**src/include/frs_pkg.sv**
```systemverilog
// constants and types for the floppy rate config and result status block
// Operation
// second-gen view bits 2:1 give rate; soft resets keep it, hard reset 250k
// second-gen view bits 6:3 always read one
// view bit 7 is the inverse of the synchronised media-changed pin
// compact view bit 3 echoes the dma gate enable of output control
// compact view bit 2 echoes the last written precomp disable bit
// compact view bits 6:4 always read zero
// compact view bits 1:0 give rate; soft resets keep it, hard reset 250k
// writes to the view address land in config control; bits 1:0 set rate
// host writes zero to reserved config control bits
// compact config control bit 2 is a stored, inert precomp disable bit
// density pin goes high on hard reset and ignores soft resets
// result phase hands status bytes of the last command through the data port
// status 0 bits 7:6 hold the termination code
// status 0 bit 5 flags a finished seek or recalibrate
// status 0 bit 4 flags no track zero after 80 steps or outward overrun
// status 0 bit 3 zero, bit 2 head, bits 1:0 selected drive
// status 1 bit 7 flags past last sector or data command ending without tc
// status 1 bit 5 flags crc fault; bits 6 and 3 read zero
// status 1 bit 4 flags data overrun or underrun
// status 1 bit 2 flags missing sector, bad id, or bad track sequence
// status 1 bit 1 flags write protect high during a write command
// status 1 bit 0 flags no id mark after two index pulses or no data mark
// mode follows config bits 6 and 5: baseline, second-gen, compact
// second-gen view bit 0 low for 500k or 1M, high for 250k or 300k
// config control and rate select share one stored rate setting
package frs_pkg;
    localparam int ADR_W = 14;
    localparam int WB_DW = 32;
    localparam int SEL_W = 4;
    localparam int BYTE_W = 8;
    localparam int IDX_LSB = 2;
    localparam int IDX_W = 12;
    // register word indices, byte address is four times the index
    localparam logic [IDX_W-1:0] IDX_MODE = 12'h3F0;
    localparam logic [IDX_W-1:0] IDX_STATE = 12'h3F1;
    localparam logic [IDX_W-1:0] IDX_OUTCTL = 12'h3F2;
    localparam logic [IDX_W-1:0] IDX_RATESEL = 12'h3F4;
    localparam logic [IDX_W-1:0] IDX_RESULT = 12'h3F5;
    localparam logic [IDX_W-1:0] IDX_VIEW = 12'h3F7;
    // rate select codes
    localparam int RATE_W = 2;
    localparam logic [RATE_W-1:0] RATE_500K = 2'h0;
    localparam logic [RATE_W-1:0] RATE_300K = 2'h1;
    localparam logic [RATE_W-1:0] RATE_250K = 2'h2;
    localparam logic [RATE_W-1:0] RATE_1M = 2'h3;
    localparam logic [RATE_W-1:0] RATE_RST = RATE_250K;
    // field positions
    localparam int CC_PRECOMP = 2;
    localparam int OC_RESET_N = 2;
    localparam int OC_DMA = 3;
    localparam int RS_SWRST = 7;
    localparam int MODE_SEL_BIT = 6;
    localparam int MODE_ENC_BIT = 5;
    localparam logic [BYTE_W-1:0] OUTCTL_RST = 8'h00;
    localparam logic [BYTE_W-1:0] MODE_RST = 8'h40;
    localparam logic [3:0] GEN2_FILL = 4'hF;
    localparam logic [2:0] COMPACT_FILL = 3'h0;
    // flag slots of the accumulated status
    localparam int FLAG_W = 8;
    localparam int F_POS = 0;
    localparam int F_TZF = 1;
    localparam int F_EOC = 2;
    localparam int F_CRC = 3;
    localparam int F_OVR = 4;
    localparam int F_NSEC = 5;
    localparam int F_WBLK = 6;
    localparam int F_MARK = 7;
    // synchronised pin slots
    localparam int PIN_W = 4;
    localparam int PIN_MC = 0;
    localparam int PIN_TRACK_ZERO_INPUT = 1;
    localparam int PIN_WP = 2;
    localparam int PIN_IDX = 3;
    localparam logic [6:0] RECAL_STEPS = 7'd80;
    localparam logic [1:0] INDEX_LIMIT = 2'd2;

    typedef enum logic [1:0] {
        MODE_BASE = 2'b00,
        MODE_GEN2 = 2'b01,
        MODE_COMPACT = 2'b10
    } frs_mode_t;

    typedef enum logic [1:0] {
        TERM_NORMAL = 2'b00,
        TERM_ABORT = 2'b01,
        TERM_INVALID = 2'b10,
        TERM_POLL = 2'b11
    } frs_term_t;

    typedef enum logic [1:0] {
        RPH_IDLE = 2'b00,
        RPH_BYTE0 = 2'b01,
        RPH_BYTE1 = 2'b10
    } frs_rph_t;
endpackage : frs_pkg

```
**src/design/frs_sync.sv**
```systemverilog
// two flip-flop synchroniser for the drive cable inputs
`timescale 1ns/1ps
module frs_sync #(
    parameter int W = 4
) (
    input wire logic clk_i,
    input wire logic rst_i,
    input wire logic [W-1:0] d_i,
    output logic [W-1:0] q_o
);
    logic [W-1:0] meta_r;

    always_ff @(posedge clk_i) begin
        if (rst_i) begin
            meta_r <= '0;
            q_o <= '0;
        end else begin
            meta_r <= d_i;
            q_o <= meta_r;
        end
    end
endmodule : frs_sync

```
**src/design/frs_top.sv**
```systemverilog
// rate configuration, input view and result status bytes of the floppy controller
//
// Chosen here: the Wishbone interface to the registers.
`timescale 1ns/1ps
module frs_top (
    input wire logic clk_i,
    input wire logic rst_i,
    input wire logic wb_cyc_i,
    input wire logic wb_stb_i,
    input wire logic wb_we_i,
    input wire logic [frs_pkg::ADR_W-1:0] wb_adr_i,
    input wire logic [frs_pkg::SEL_W-1:0] wb_sel_i,
    input wire logic [frs_pkg::WB_DW-1:0] wb_dat_i,
    output logic [frs_pkg::WB_DW-1:0] wb_dat_o,
    output logic wb_ack_o,
    input wire logic media_changed_i,
    input wire logic track_zero_input_i,
    input wire logic write_protect_i,
    input wire logic index_pulse_input_i,
    output logic density_output_o,
    input wire logic result_start_i,
    input wire frs_pkg::frs_term_t termination_code_i,
    input wire logic head_addr_i,
    input wire logic positioning_done_i,
    input wire logic recal_active_i,
    input wire logic step_pulse_i,
    input wire logic outward_past_zero_i,
    input wire logic past_last_sector_i,
    input wire logic data_cmd_end_i,
    input wire logic transfer_count_end_i,
    input wire logic crc_fault_i,
    input wire logic overrun_i,
    input wire logic sector_missing_i,
    input wire logic write_cmd_active_i,
    input wire logic id_search_i,
    input wire logic no_data_mark_i,
    output logic [frs_pkg::RATE_W-1:0] rate_select_field_o,
    output logic dma_gate_enable_o,
    output logic [1:0] drive_select_echo_o,
    output logic soft_reset_o,
    output logic result_phase_o
);
    import frs_pkg::*;

    function automatic logic reg_hit(input logic [ADR_W-1:0] adr,
                                     input logic [IDX_W-1:0] idx);
        reg_hit = (adr[ADR_W-1:IDX_LSB] == idx);
    endfunction : reg_hit

    function automatic frs_mode_t mode_of(input logic [BYTE_W-1:0] cfg);
        if (cfg[MODE_SEL_BIT]) begin
            mode_of = MODE_BASE;
        end else if (cfg[MODE_ENC_BIT]) begin
            mode_of = MODE_GEN2;
        end else begin
            mode_of = MODE_COMPACT;
        end
    endfunction : mode_of

    function automatic logic fast_rate(input logic [RATE_W-1:0] r);
        fast_rate = (r == RATE_500K) || (r == RATE_1M);
    endfunction : fast_rate

    ////////////////////////////////////////////////////////////////////////
    // pin synchronisers
    logic [PIN_W-1:0] pin_raw;
    logic [PIN_W-1:0] pin_s;
    logic mc_s;
    logic track_zero_input_s;
    logic wp_s;
    logic idx_s;

    assign pin_raw[PIN_MC] = media_changed_i;
    assign pin_raw[PIN_TRACK_ZERO_INPUT] = track_zero_input_i;
    assign pin_raw[PIN_WP] = write_protect_i;
    assign pin_raw[PIN_IDX] = index_pulse_input_i;

    frs_sync #(
        .W(PIN_W)
    ) u_sync (
        .clk_i(clk_i),
        .rst_i(rst_i),
        .d_i(pin_raw),
        .q_o(pin_s)
    );

    assign mc_s = pin_s[PIN_MC];
    assign track_zero_input_s = pin_s[PIN_TRACK_ZERO_INPUT];
    assign wp_s = pin_s[PIN_WP];
    assign idx_s = pin_s[PIN_IDX];

    ////////////////////////////////////////////////////////////////////////
    // wishbone slave: one wait-free answer, ack in the cycle after the request
    logic ack_r;
    logic [WB_DW-1:0] dat_r;
    logic req;
    logic rd_req;
    logic wr_go;
    logic rd_go;
    logic hit_view;
    logic hit_outctl;
    logic hit_rsel;
    logic hit_mode;
    logic hit_result;
    logic hit_state;

    assign req = wb_cyc_i & wb_stb_i;
    assign rd_req = req & ~ack_r & ~wb_we_i;
    // effects land on the edge where the master samples ack
    assign wr_go = req & ack_r & wb_we_i & wb_sel_i[0];
    assign rd_go = req & ack_r & ~wb_we_i;
    assign hit_view = reg_hit(wb_adr_i, IDX_VIEW);
    assign hit_outctl = reg_hit(wb_adr_i, IDX_OUTCTL);
    assign hit_rsel = reg_hit(wb_adr_i, IDX_RATESEL);
    assign hit_mode = reg_hit(wb_adr_i, IDX_MODE);
    assign hit_result = reg_hit(wb_adr_i, IDX_RESULT);
    assign hit_state = reg_hit(wb_adr_i, IDX_STATE);
    assign wb_ack_o = ack_r;
    assign wb_dat_o = dat_r;

    ////////////////////////////////////////////////////////////////////////
    // configuration state
    logic [RATE_W-1:0] rate_r;
    logic [RATE_W-1:0] rate_nxt;
    logic precomp_r;
    logic [BYTE_W-1:0] outctl_r;
    logic [BYTE_W-1:0] mode_r;
    logic swrst_r;
    logic dens_hold_r;
    logic dens_r;
    logic rate_wr;
    logic soft_rst;
    frs_mode_t mode;

    assign mode = mode_of(mode_r);
    // one stored rate, written from either address
    assign rate_wr = wr_go & (hit_view | hit_rsel);
    assign rate_nxt = rate_wr ? wb_dat_i[RATE_W-1:0] : rate_r;
    // output-control reset bit is active low; rate-select reset clears itself
    assign soft_rst = ~outctl_r[OC_RESET_N] | swrst_r;

    always_ff @(posedge clk_i) begin
        if (rst_i) begin
            rate_r <= RATE_RST;
            precomp_r <= 1'b0;
            outctl_r <= OUTCTL_RST;
            mode_r <= MODE_RST;
            swrst_r <= 1'b0;
        end else begin
            // soft resets deliberately leave these alone
            rate_r <= rate_nxt;
            if (wr_go & hit_view & (mode == MODE_COMPACT)) begin
                precomp_r <= wb_dat_i[CC_PRECOMP];
            end
            if (wr_go & hit_outctl) begin
                outctl_r <= wb_dat_i[BYTE_W-1:0];
            end
            if (wr_go & hit_mode) begin
                mode_r <= wb_dat_i[BYTE_W-1:0];
            end
            swrst_r <= wr_go & hit_rsel & wb_dat_i[RS_SWRST];
        end
    end

    // density stays high from hard reset until software picks a rate
    always_ff @(posedge clk_i) begin
        if (rst_i) begin
            dens_hold_r <= 1'b1;
            dens_r <= 1'b1;
        end else begin
            dens_hold_r <= dens_hold_r & ~rate_wr;
            if (~dens_hold_r | rate_wr) begin
                dens_r <= mode_r[MODE_SEL_BIT] ? fast_rate(rate_nxt)
                                               : ~fast_rate(rate_nxt);
            end
        end
    end

    assign density_output_o = dens_r;
    assign rate_select_field_o = rate_r;
    assign dma_gate_enable_o = outctl_r[OC_DMA];
    assign drive_select_echo_o = outctl_r[1:0];
    assign soft_reset_o = soft_rst;

    ////////////////////////////////////////////////////////////////////////
    // status event capture; a set arriving with the clear survives
    logic [FLAG_W-1:0] fl_r;
    logic [FLAG_W-1:0] fl_set;
    logic fl_clr;
    logic tc_seen_r;
    logic [6:0] step_cnt_r;
    logic [1:0] idx_cnt_r;
    logic idx_d_r;
    logic idx_rise;
    logic recal_fail;

    assign fl_clr = result_start_i | soft_rst;
    assign idx_rise = idx_s & ~idx_d_r;
    assign recal_fail = recal_active_i & step_pulse_i & ~track_zero_input_s &
                        (step_cnt_r == RECAL_STEPS - 7'd1);

    assign fl_set[F_POS] = positioning_done_i;
    assign fl_set[F_TZF] = recal_fail | outward_past_zero_i;
    assign fl_set[F_EOC] = past_last_sector_i |
        (data_cmd_end_i & ~tc_seen_r & ~transfer_count_end_i);
    assign fl_set[F_CRC] = crc_fault_i;
    assign fl_set[F_OVR] = overrun_i;
    assign fl_set[F_NSEC] = sector_missing_i;
    assign fl_set[F_WBLK] = wp_s & write_cmd_active_i;
    assign fl_set[F_MARK] = no_data_mark_i |
        (id_search_i & idx_rise & (idx_cnt_r == INDEX_LIMIT - 2'd1));

    always_ff @(posedge clk_i) begin
        if (rst_i) begin
            fl_r <= '0;
            tc_seen_r <= 1'b0;
            idx_d_r <= 1'b0;
        end else begin
            fl_r <= fl_set | (fl_r & ~{FLAG_W{fl_clr}});
            tc_seen_r <= transfer_count_end_i |
                         (tc_seen_r & ~fl_clr & ~data_cmd_end_i);
            idx_d_r <= idx_s;
        end
    end

    // step and index counters restart whenever their command is not active
    always_ff @(posedge clk_i) begin
        if (rst_i) begin
            step_cnt_r <= '0;
            idx_cnt_r <= '0;
        end else begin
            if (~recal_active_i) begin
                step_cnt_r <= '0;
            end else if (step_pulse_i & (step_cnt_r != RECAL_STEPS)) begin
                step_cnt_r <= step_cnt_r + 7'd1;
            end
            if (~id_search_i) begin
                idx_cnt_r <= '0;
            end else if (idx_rise & (idx_cnt_r != INDEX_LIMIT)) begin
                idx_cnt_r <= idx_cnt_r + 2'd1;
            end
        end
    end

    ////////////////////////////////////////////////////////////////////////
    // result phase: two status bytes read in order through the result port
    logic [BYTE_W-1:0] st0_r;
    logic [BYTE_W-1:0] st1_r;
    logic [BYTE_W-1:0] st0_b;
    logic [BYTE_W-1:0] st1_b;
    frs_rph_t rph_r;
    frs_rph_t rph_nxt;
    logic pop;

    assign st0_b = {termination_code_i, fl_r[F_POS], fl_r[F_TZF], 1'b0,
                    head_addr_i, outctl_r[1:0]};
    assign st1_b = {fl_r[F_EOC], 1'b0, fl_r[F_CRC], fl_r[F_OVR], 1'b0,
                    fl_r[F_NSEC], fl_r[F_WBLK], fl_r[F_MARK]};
    assign pop = rd_go & hit_result;

    always_comb begin
        rph_nxt = rph_r;
        if (soft_rst) begin
            rph_nxt = RPH_IDLE;
        end else if (result_start_i) begin
            rph_nxt = RPH_BYTE0;
        end else begin
            case (rph_r)
                RPH_BYTE0: begin
                    if (pop) begin
                        rph_nxt = RPH_BYTE1;
                    end
                end
                RPH_BYTE1: begin
                    if (pop) begin
                        rph_nxt = RPH_IDLE;
                    end
                end
                default: begin
                    rph_nxt = RPH_IDLE;
                end
            endcase
        end
    end

    always_ff @(posedge clk_i) begin
        if (rst_i) begin
            rph_r <= RPH_IDLE;
            st0_r <= '0;
            st1_r <= '0;
        end else begin
            rph_r <= rph_nxt;
            if (result_start_i) begin
                st0_r <= st0_b;
                st1_r <= st1_b;
            end
        end
    end

    assign result_phase_o = (rph_r != RPH_IDLE);

    ////////////////////////////////////////////////////////////////////////
    // read data
    logic [BYTE_W-1:0] view_b;
    logic [BYTE_W-1:0] rd_byte;

    always_comb begin
        case (mode)
            MODE_GEN2: begin
                view_b = {~mc_s, GEN2_FILL, rate_r,
                          ~fast_rate(rate_r)};
            end
            MODE_COMPACT: begin
                view_b = {~mc_s, COMPACT_FILL, outctl_r[OC_DMA], precomp_r,
                          rate_r};
            end
            default: begin
                // undefined low bits in baseline mode read as zero
                view_b = {~mc_s, 7'h00};
            end
        endcase
    end

    always_comb begin
        rd_byte = '0;
        if (hit_view) begin
            rd_byte = view_b;
        end else if (hit_outctl) begin
            rd_byte = outctl_r;
        end else if (hit_rsel) begin
            rd_byte = {{(BYTE_W-RATE_W){1'b0}}, rate_r};
        end else if (hit_mode) begin
            rd_byte = mode_r;
        end else if (hit_result) begin
            if (rph_r == RPH_BYTE0) begin
                rd_byte = st0_r;
            end else if (rph_r == RPH_BYTE1) begin
                rd_byte = st1_r;
            end
        end else if (hit_state) begin
            rd_byte = {{(BYTE_W-2){1'b0}}, soft_rst, result_phase_o};
        end
    end

    always_ff @(posedge clk_i) begin
        if (rst_i) begin
            ack_r <= 1'b0;
            dat_r <= '0;
        end else begin
            ack_r <= req & ~ack_r;
            if (rd_req) begin
                dat_r <= {{(WB_DW-BYTE_W){1'b0}}, rd_byte};
            end
        end
    end

    logic rd_view_ack;
    assign rd_view_ack = ack_r & req & ~wb_we_i & hit_view;
endmodule : frs_top

```
**config.mk**
```make
export PLATFORM = sky130hd
export DESIGN_NAME = frs_top
export DESIGN_NICKNAME = d
export VERILOG_FILES = /design/src/include/frs_pkg.sv /design/src/design/frs_sync.sv /design/src/design/frs_top.sv
export SDC_FILE = /design/constraint.sdc
export NUM_CORES = 1
export LEC_CHECK = 0
export BUFFER_PORTS_ARGS = -buffer_cell sky130_fd_sc_hd__buf_4
export CAP_MARGIN = 40
export CORE_MARGIN = 2
export CORE_UTILIZATION = 54
export DETAILED_ROUTE_END_ITERATION = 16
export PLACE_DENSITY = 0.94
export SYNTH_ARGS = -nofsm -noshare
export SYNTH_HDL_FRONTEND = slang
export SYNTH_SLANG_ARGS = --single-unit
```
**constraint.sdc**
```tcl
create_clock -name clk_i -period 3.3 [get_ports clk_i]
set_input_delay 0.66 -clock clk_i [delete_from_list [all_inputs] [get_ports clk_i]]
set_output_delay 0.66 -clock clk_i [all_outputs]
set_load 0.03 [all_outputs]
```
# --- After elaboration in Yosys (flattened, before gate mapping) ---
# Index checks and enable logic that the tools add are counted.
word_totals:
  register_bits: 73
  inputBits: 76
  out_inout_bits: 41
  wordCells: 126
op_classes:
  add_sub_neg: 2
  n_eq_ne: 20
  n_mux: 17
  bitwise_logic: 56
  reduce_logical: 11
ops:
  columns: ["operator", "count"]
  rows:
  - ["12-bit by 10-bit equality test with 1-bit output (second input constant)", 6]
  - ["8-bit two-way mux", 7]
  - ["1-bit bitwise AND", 29]
  - ["1-bit NOT", 16]
  - ["7-bit case mux with 2 select lines", 1]
  - ["2-bit two-way mux", 6]
  - ["8-bit bitwise AND", 1]
  - ["2-bit equality test (second input constant)", 4]
  - ["8-bit NOT", 1]
  - ["1-bit bitwise OR", 8]
  - ["8-bit bitwise OR", 1]
  - ["7-bit by 1-bit adder with 7-bit output (second input constant)", 1]
  - ["7-bit equality test (second input constant)", 1]
  - ["7-bit inequality test (second input constant)", 1]
  - ["2-bit by 1-bit equality test with 1-bit output (second input constant)", 3]
  - ["2-bit inequality test (second input constant)", 3]
  - ["3-bit inequality test (second input constant)", 2]
  - ["2-bit OR reduction", 3]
  - ["2-bit logical NOT", 2]
  - ["2-bit case mux with 2 select lines", 1]
  - ["2-bit AND reduction", 2]
  - ["3-bit OR reduction", 1]
  - ["2-bit by 1-bit adder with 2-bit output (second input constant)", 1]
  - ["1-bit logical OR", 2]
  - ["other kinds (2)", 3]

# --- Logic depth before layout (Yosys ltp) ---
# Gate-level depths: netlist of run 1.
logic_depth:
  ltp_word: 10
  depth_mapped: 7
  ltp_nobuf: 7

# --- Modules after synthesis ---
# Synthesis of run 1 repeated with hierarchy kept, for this count alone.
unflattened:
  hier_cells: 394
  hier_area_um2: 3429.5
by_module_without_submodules:
  columns: ["mod", "instances", "cells_each", "area_per_inst_um2"]
  rows:
  - ["frs_top", 1, 378, 3219.3]
  - ["frs_sync", 1, 16, 210.2]

# --- Worst setup path after synthesis of run 1 ---
# OpenSTA, ideal clock, no wires.
synth_timing:
  path_type: "in2reg"
  startpoint: "input port wb_adr_i[12] (netlist name)"
  endpoint: "register rate_r[1] (netlist: rate_select_field_o[1])"
  setup_ns: 0.120
  arrival_ns: 2.014
  slack_ns: 1.166
  cell_stages: 5
  n_path_buf: 1
  cell_sequence: "and4bb_2 nand3_1 or4_4 buf_6 a211o_1"
synth_between:
  elab_chain_cells: 4
  word_cells_on_any_way: 5
synth_rtl:
  columns: ["item", "line_no", "source"]
  rows:
  - ["start, declared", "frs_top.sv:11", "input wire logic [frs_pkg::ADR_W-1:0] wb_adr_i,"]
  - ["12-bit by 10-bit equality test with 1-bit output", "frs_top.sv:47", "reg_hit = (adr[ADR_W-1:IDX_LSB] == idx);"]
  - ["1-bit bitwise OR (*)", "frs_top.sv:137", "assign rate_wr = wr_go & (hit_view | hit_rsel);"]
  - ["1-bit bitwise AND (*)", "frs_top.sv:137", null]
  - ["2-bit two-way mux (*)", "frs_top.sv:138", "assign rate_nxt = rate_wr ? wb_dat_i[RATE_W-1:0] : rate_r;"]
  - ["end signal, assigned", "frs_top.sv:151", "rate_r <= rate_nxt;"]
  - ["end, declared", "frs_top.sv:123", "logic [RATE_W-1:0] rate_r;"]
# Every way passes the cells marked *; elsewhere a longest branch is shown, timed or not.
# A chain may end at the register's enable or synchronous reset.

# --- Final worst setup path of run 1 ---
layout_timing:
  startpoint: "input port wb_adr_i[4] (netlist name)"
  endpoint: "register rph_r[1]"
layout_between:
  elab_chain_cells: 4
  word_cells_on_any_way: 5
layout_rtl:
  columns: ["item", "line_no", "source"]
  rows:
  - ["12-bit by 10-bit equality test with 1-bit output (*)", "frs_top.sv:47", null]
  - ["1-bit bitwise AND (*)", "frs_top.sv:259", "assign pop = rd_go & hit_result;"]
  - ["2-bit inequality test (no source line)", null, null]
  - ["2-bit AND reduction (no source line) (*)", null, null]
  - ["end signal, assigned", "frs_top.sv:292", "rph_r <= rph_nxt;"]
  - ["end, declared", "frs_top.sv:251", "frs_rph_t rph_r;"]
# Marks and branches as above.

==> results of run 1 <==
## cell type report
| cell class | count | share of cell area, % |
|---|---|---|
| inverters | 13 | 1.216 |
| clock inverters | 5 | 0.9669 |
| clock buffers | 11 | 3.774 |
| repair buffers | 64 | 11.98 |
| well taps | 77 | 2.402 |
| flip-flops and latches | 73 | 36.43 |
| multi-input cells | 270 | 43.23 |
## registers in the layout, indices dropped and copies added, names as in the netlist, 2 cells and up
| name | cells |
|---|---|
| st0_r | 7 |
| u_sync.q_o | 4 |
| fl_r | 8 |
| mode_r | 8 |
| u_sync.meta_r | 4 |
| rph_r | 2 |
| idx_cnt_r | 2 |
| outctl_r | 8 |
| wb_dat_o | 8 |
| step_cnt_r | 7 |
| rate_select_field_o | 2 |
| st1_r | 6 |
## worst register-to-register path: stages (launching register included)
cell     delay, ns
dfxtp_1       0.41
nand3_1       0.08
or2_1         0.35
nor3_4        0.58
nor2b_1       0.11
a211o_1       0.29
## cell usage after synthesis (4+ instances only)
master    instances
dfxtp_1          73
nand2_1           8
xnor2_1           5
a21oi_1          14
nor3_1            6
ha_1              4
xor2_1            5
a221oi_1          4
buf_4            26
a22oi_1           6
inv_1            13
a211o_1           5
mux2i_1          34
nor2b_1          20
nand2b_1          6
clkbuf_1         16
nor2_1           64
nand3_1           4
nand4_1           6
a211oi_1          7
## path summary, 6_finish.rpt
| path | start | end | slack (ns) | depth (start not counted) |
|---|---|---|---|---|
| worst max-delay path | wb_adr_i[4] | rph_r[1] | 1.10 | 6 |
| worst min-delay path | u_sync.meta_r[0] | u_sync.q_o[0] | 0.45 | 1 |
| worst max register to register | wb_ack_o | mode_r[6] | 1.39 | 5 |
| worst min register to register | u_sync.meta_r[0] | u_sync.q_o[0] | 0.45 | 1 |
## kinds of logic after synthesis
kind of cell    synth area share, %
flops                         42.41
fa+ha+maj                     1.452
buf+inv                       9.768
other cells                  0.1088
simple gates                  22.08
mux                           9.877
xor+xnor                      2.542
compound gates                11.77
## power by group through the flow
stage	clock [mW]	sequential, mW	combinational, mW
2_1_floorplan	0	0.939	0.127
3_3_place_gp	0	0.933	0.174
3_5_place_dp	0	0.934	0.179
4_1_cts	0.667	0.914	0.180
5_1_grt	0.701	0.916	0.196
6_report	0.654	0.914	0.179
## layout by cell type (no fill, tap or decap), types with 5 or more instances in the layout
cell type and n:
a211o_1 5, a211oi_1 7, a21oi_1 14, a22oi_1 6, buf_4 64, clkbuf_8 11, conb_1 24, dfxtp_1 73
inv_1 13, mux2i_1 34, nand2_1 8, nand2b_1 6, nand4_1 6, nor2_1 64, nor2b_1 20, nor3_1 6
xnor2_1 5, xor2_1 5
## through the flow
stage	utilization (%)	setup slack, ns	hold slack (ns)
after floorplan	-	1.166	0.4138
after global placement	60.87	0.8052	0.4169
after detailed placement	60.87	0.7192	0.4251
after CTS	63.90	1.092	0.4494
after global routing	63.90	0.9667	0.4590
final	63.90	1.101	0.4459
## metal layers
layer	GRT usage, %	routed length (um)	vias up
li1	-	-	1380
met1	25.09	3043	1344
met2	39.05	3974	75
met3	6.034	375	6
met4	6.158	76	0
met5	0	0	-
==> flow_summary.json, run 1 <==
{
  "peakVddDrop_mv": 0.3791,
  "clockBufferDepth": 2,
  "drt-initial-drc-count": 143,
  "power_mw": 1.747,
  "gp_congestion": 0.9082,
  "path_clk_slew_ns": 0.07,
  "drive_gt1_share_pct": 20.18,
  "path_buf_inv": 1,
  "switching_share_pct": 26.20,
  "grt_use_total_pct": 21.70,
  "setup_violations": 0,
  "p_int_mw": 1.289,
  "dpl_cell_area_sq_um": 3821,
  "clock_sinks": 73,
  "grt-ovfl-total": 0,
  "synthFlopType": "dfxtp_1",
  "vias_per_cell": 5.468,
  "synthToLayoutAreaGrowth_pct": 16.41,
  "h-tree-depth": 3,
  "drc_errors": 0,
  "start_util_pct": 54.89,
  "cts_buffers": 9,
  "status": "finished clean",
  "seq_area_frac_synth_pct": 42.41,
  "io_buffers": 63,
  "hold_class": "flip-flop to flip-flop",
  "critPathCaptureType": "flip-flop",
  "p_leak_nw": 1.598,
  "diodes": 0,
  "seqPwrFrac_pct": 52.3,
  "cp-start-kind": "primary input",
  "rsz0062_at_grt": "false",
  "fp-row-count": 29,
  "syn_inst": 379,
  "max-cap-violations": 0,
  "crit_path_cell_trace": "buf_4 -> nor2b_1 -> nand4_1 -> or4b_1 -> mux2i_1 -> nor4_1",
  "synth-seq-cells": 73,
  "yosysTopAreaCell": "dfxtp_1",
  "wl_per_cell_um": 14.56,
  "first_pass_iters": 4,
  "critPathTopFamily": "simple AND/OR/NAND/NOR gates",
  "instances_no_fill": 513,
  "multi_input_area_sq_um": 1734,
  "floorplan.die_area_sq_um": 7036,
  "synth_area_leaders": "dfxtp_1, mux2i_1, nor2_1",
  "routed_wl_mm": 7.471,
  "arrival_ns": 2.45,
  "fin_crit_sh_pct": 66.62,
  "fp.dieH_um": 83.88,
  "nNetsFinal": 511,
  "die_width_um": 83.88,
  "synth_edf_count": 0,
  "slew_headroom_pct": 51.89,
  "dp_cells": 497,
  "cts_hold_buf": 0,
  "grt_pass1_wl_mm": 12.11,
  "p_sw_mw": 0.4577,
  "finClkSkew_ns": 0.008764,
  "grt_max_degree": 68,
  "ant_nets": 0,
  "cts_tree": "yes",
  "dpl.hpwl_mm": 5.549,
  "power_frac_comb_pct": 10.3,
  "maxSlewViolCount": 0,
  "ios": 117,
  "cp_max_fo": 12,
  "clk_latency_ns": 0.35,
  "crit_required_ns": 3.55,
  "power.density_nw_per_um2": 435.5,
  "cpPeakStageDelay_ns": 0.64,
  "final_area_sq_um": 4011,
  "syn-cell-area_sq_um": 3446,
  "async_flop_share_pct": 0,
  "crit_type": "primary input to flip-flop",
  "pwr-share-clk_pct": 37.4,
  "seq_area_sq_um": 1461,
  "ys_types": 58,
  "n_fill_cell": 533,
  "tns_ns": 0,
  "grt_pass1_vias": 2590,
  "worst_pin_slew_ns": 0.7123,
  "vias": 2805,
  "hold_viol": 0,
  "yosys_warnings": 0,
  "cp_slowest_cell": "or4b_1",
  "antenna_found_initial": 0,
  "core_area_sq_um": 6277,
  "cts_setup_buffers": 0,
  "max_freq_ghz": 0.4548,
  "clock-root-buffer": "clkbuf_8",
  "syn_avg_cell_area_sq_um": 9.092,
  "fin_crit_ns": 2.199,
  "postCtsResizedCells": 0,
  "yosysTopAreaCellShare_pct": 42.41
}
Note: power is estimated with default switching activity, not from simulation.
==> run 2: changes to the inputs <==
--- a/config.mk
+++ b/config.mk
@@ -5,12 +5,13 @@
 export SDC_FILE = /design/constraint.sdc
 export NUM_CORES = 1
 export LEC_CHECK = 0
+export ABC_AREA = 1
 export BUFFER_PORTS_ARGS = -buffer_cell sky130_fd_sc_hd__buf_4
 export CAP_MARGIN = 40
 export CORE_MARGIN = 2
-export CORE_UTILIZATION = 54
+export CORE_UTILIZATION = 46
 export DETAILED_ROUTE_END_ITERATION = 16
-export PLACE_DENSITY = 0.94
+export PLACE_DENSITY = 0.85
 export SYNTH_ARGS = -nofsm -noshare
 export SYNTH_HDL_FRONTEND = slang
 export SYNTH_SLANG_ARGS = --single-unit
==> constraint.sdc (replaced) <==
create_clock -name clk_i -period 1.85 [get_ports clk_i]
set_input_delay 0.37 -clock clk_i [delete_from_list [all_inputs] [get_ports clk_i]]
set_output_delay 0.37 -clock clk_i [all_outputs]
set_load 0.03 [all_outputs]
==> run 2 against run 1 <==
  * Die area rose by 25%
  * Worst setup slack got worse by 0.89 ns
  * Clock power grew 79%
  * Highest routed layer unchanged
  * Clock skew decreased by 0.00090 ns
  * Clock-buffer cell count decreased by 2
  * Flip-flop and latch count did not move
  * Core utilization fell by 7.4 points
  * Sequential share of layout area fell by 3.1 points
  * Critical endpoint is now outctl_r[2]
  * Critical path depth unchanged
==> flow_summary.json, run 2 <==
{
  "fp.dieH_um": 93.67,
  "yosysTopAreaCell": "dfxtp_1",
  "cp-start-kind": "flip-flop",
  "ant_nets": 0,
  "io_buffers": 63,
  "antenna_found_initial": 0,
  "synth_area_leaders": "dfxtp_1, nor2_1, inv_1",
  "drc_errors": 0,
  "hold_viol": 0,
  "wl_per_cell_um": 12.16,
  "nNetsFinal": 653,
  "vias": 3416,
  "worstHoldStart": "track_zero_input_i",
  "max-cap-violations": 0,
  "hold_class": "primary input to flip-flop",
  "reg2reg_slack_ns": 0.21,
  "route.met3.wl_um": 570,
  "cts_buffers": 9,
  "synth-seq-cells": 73,
  "dpl_cell_area_sq_um": 4192,
  "power.density_nw_per_um2": 720.9,
  "maxSlewViolCount": 0,
  "grt_max_degree": 39,
  "drive_gt1_share_pct": 20.93,
  "gp_congestion": 0.9054,
  "wl_met2_mm": 3.868,
  "die_width_um": 93.67,
  "synthToLayoutAreaGrowth_pct": 18.57,
  "status": "finished clean",
  "routed_wl_mm": 8.271,
  "rsz0062_at_grt": "false",
  "switching_share_pct": 28.55,
  "critPathCaptureType": "flip-flop",
  "reg2reg_from": "wb_ack_o",
  "fin_crit_sh_pct": 88.69,
  "tns_ns": 0,
  "grt_pass1_wl_mm": 13.91,
  "fp-row-count": 32,
  "p_leak_nw": 2.002,
  "syn-cell-area_sq_um": 3699,
  "core_area_sq_um": 7767,
  "yosys_warnings": 0,
  "peakVddDrop_mv": 0.3352,
  "syn_avg_cell_area_sq_um": 7.309,
  "crit_type": "flip-flop to flip-flop",
  "clock-root-buffer": "clkbuf_8",
  "p_int_mw": 2.259,
  "ys_types": 40,
  "yosysTopAreaCellShare_pct": 39.51,
  "seqPwrFrac_pct": 51.9,
  "synth_edf_count": 0,
  "final_area_sq_um": 4385,
  "syn_inst": 506,
  "top_layer": "met4",
  "max_freq_ghz": 0.6095,
  "crit_required_ns": 2.11,
  "fin_crit_ns": 1.641,
  "h-tree-depth": 3,
  "grt_use_total_pct": 19.81,
  "grt-ovfl-total": 0,
  "synth.most_common_cell": "nor2_1",
  "drt-initial-drc-count": 234,
  "most-common-layout-cells": "nor2_1, inv_1, dfxtp_1, buf_4, nand2_1",
  "seq_area_frac_synth_pct": 39.51,
  "start_util_pct": 47.62,
  "ios": 117,
  "synth_common_cells": "nor2_1, dfxtp_1, inv_1",
  "vias_per_cell": 5.024,
  "fin_ws_ns": 0.2092,
  "hold-worst-slack_ns": 0.2074,
  "clock_sinks": 73,
  "dpl_worst_slack_ns": 0.1306,
  "finClkSkew_ns": 0.007860,
  "synthFlopType": "dfxtp_1",
  "cts_tree": "yes",
  "diodes": 0,
  "clockBufferDepth": 2,
  "async_flop_share_pct": 0,
  "clk_latency_ns": 0.35,
  "n_fill_cell": 733,
  "power_frac_comb_pct": 11.1,
  "first_pass_iters": 5,
  "cp_max_fo": 15,
  "dp_cells": 664,
  "path_clk_slew_ns": 0.09,
  "arrival_ns": 1.90,
  "pwr-share-clk_pct": 37.1,
  "layout_commonest_cell": "nor2_1",
  "wl_met1_mm": 3.672,
  "setup_violations": 0,
  "startpoint": "wb_ack_o",
  "dpl.hpwl_mm": 6.232,
  "instances_no_fill": 680,
  "grt_pass1_vias": 3152,
  "floorplan.die_area_sq_um": 8773,
  "p_sw_mw": 0.9027
}
==> run 2: cell types whose count changed in the layout (fill, tap and decap cells not counted), sizes merged, moves of 6 or more <==
cell and change:
inv +68, nand2 +58, mux2i -34, o21ai +31, nand3 +28, nor2 +25
nor2b -20, a21oi +17, a211oi +11, buf +7, a22oi -6, nand2b -6
==> run 2: layer usage <==
metal / vias up / global-route usage, %
li1: 1728 / -
met5: - / 0
met3: 17 / 5.618
met4: 0 / 5.676
met1: 1548 / 24.75
met2: 123 / 33.39
==> run 2: cell families after synthesis <==
| group | share of synthesized area, % |
|---|---|
| compound gates | 16.24 |
| flops | 39.51 |
| other cells | 0.1014 |
| buf+inv | 15.22 |
| simple gates | 27.57 |
| fa+ha+maj | 1.353 |
==> run 2: final cells by class <==
cell class | count | area [sq um] | share of cell area (%)
clock inverter | 7 | 61.31 | 1.398
timing repair buffer | 71 | 545.5 | 12.44
multi-input combinational | 339 | 1769 | 40.34
clock buffer | 9 | 123.9 | 2.825
sequential | 73 | 1461 | 33.32
tap | 102 | 127.6 | 2.910
inverter | 79 | 296.5 | 6.762
==> run 2: metrics by stage <==
stage	power, mW	utilization (%)
global placement	2.015	53.96
floorplan	1.922	-
detailed placement	2.024	53.96
global route	3.287	56.46
finish	3.162	56.46
CTS	3.188	56.35
==> run 2: critical path, cell delays in order, from the launching register on <==
cell and delay, ns:
dfxtp_1 0.43, nand3_2 0.13, nor2_4 0.24, inv_2 0.13
nor2_4 0.35, nor2_1 0.07, a211oi_1 0.19
==> run 2: path summary, 6_finish.rpt <==
check,endpoint,cells after the start
worst max-delay path,outctl_r[2],6
worst min-delay path,u_sync.meta_r[1],3
worst max register to register,outctl_r[2],6
worst min register to register,u_sync.q_o[0],2
==> run 2: power by group through the flow <==
stage	clock (mW)	combinational (mW)	sequential [mW]
after floorplan	0	0.233	1.69
after global placement	0	0.341	1.67
after detailed placement	0	0.348	1.68
after CTS	1.20	0.349	1.64
after global routing	1.25	0.388	1.65
final	1.17	0.349	1.64
==> run 2: timing repair <==
item	4_1_cts	5_1_grt
setup endpoints to repair	0	1
gates resized for setup	0	2
hold buffers	0	0
setup buffers	0	0
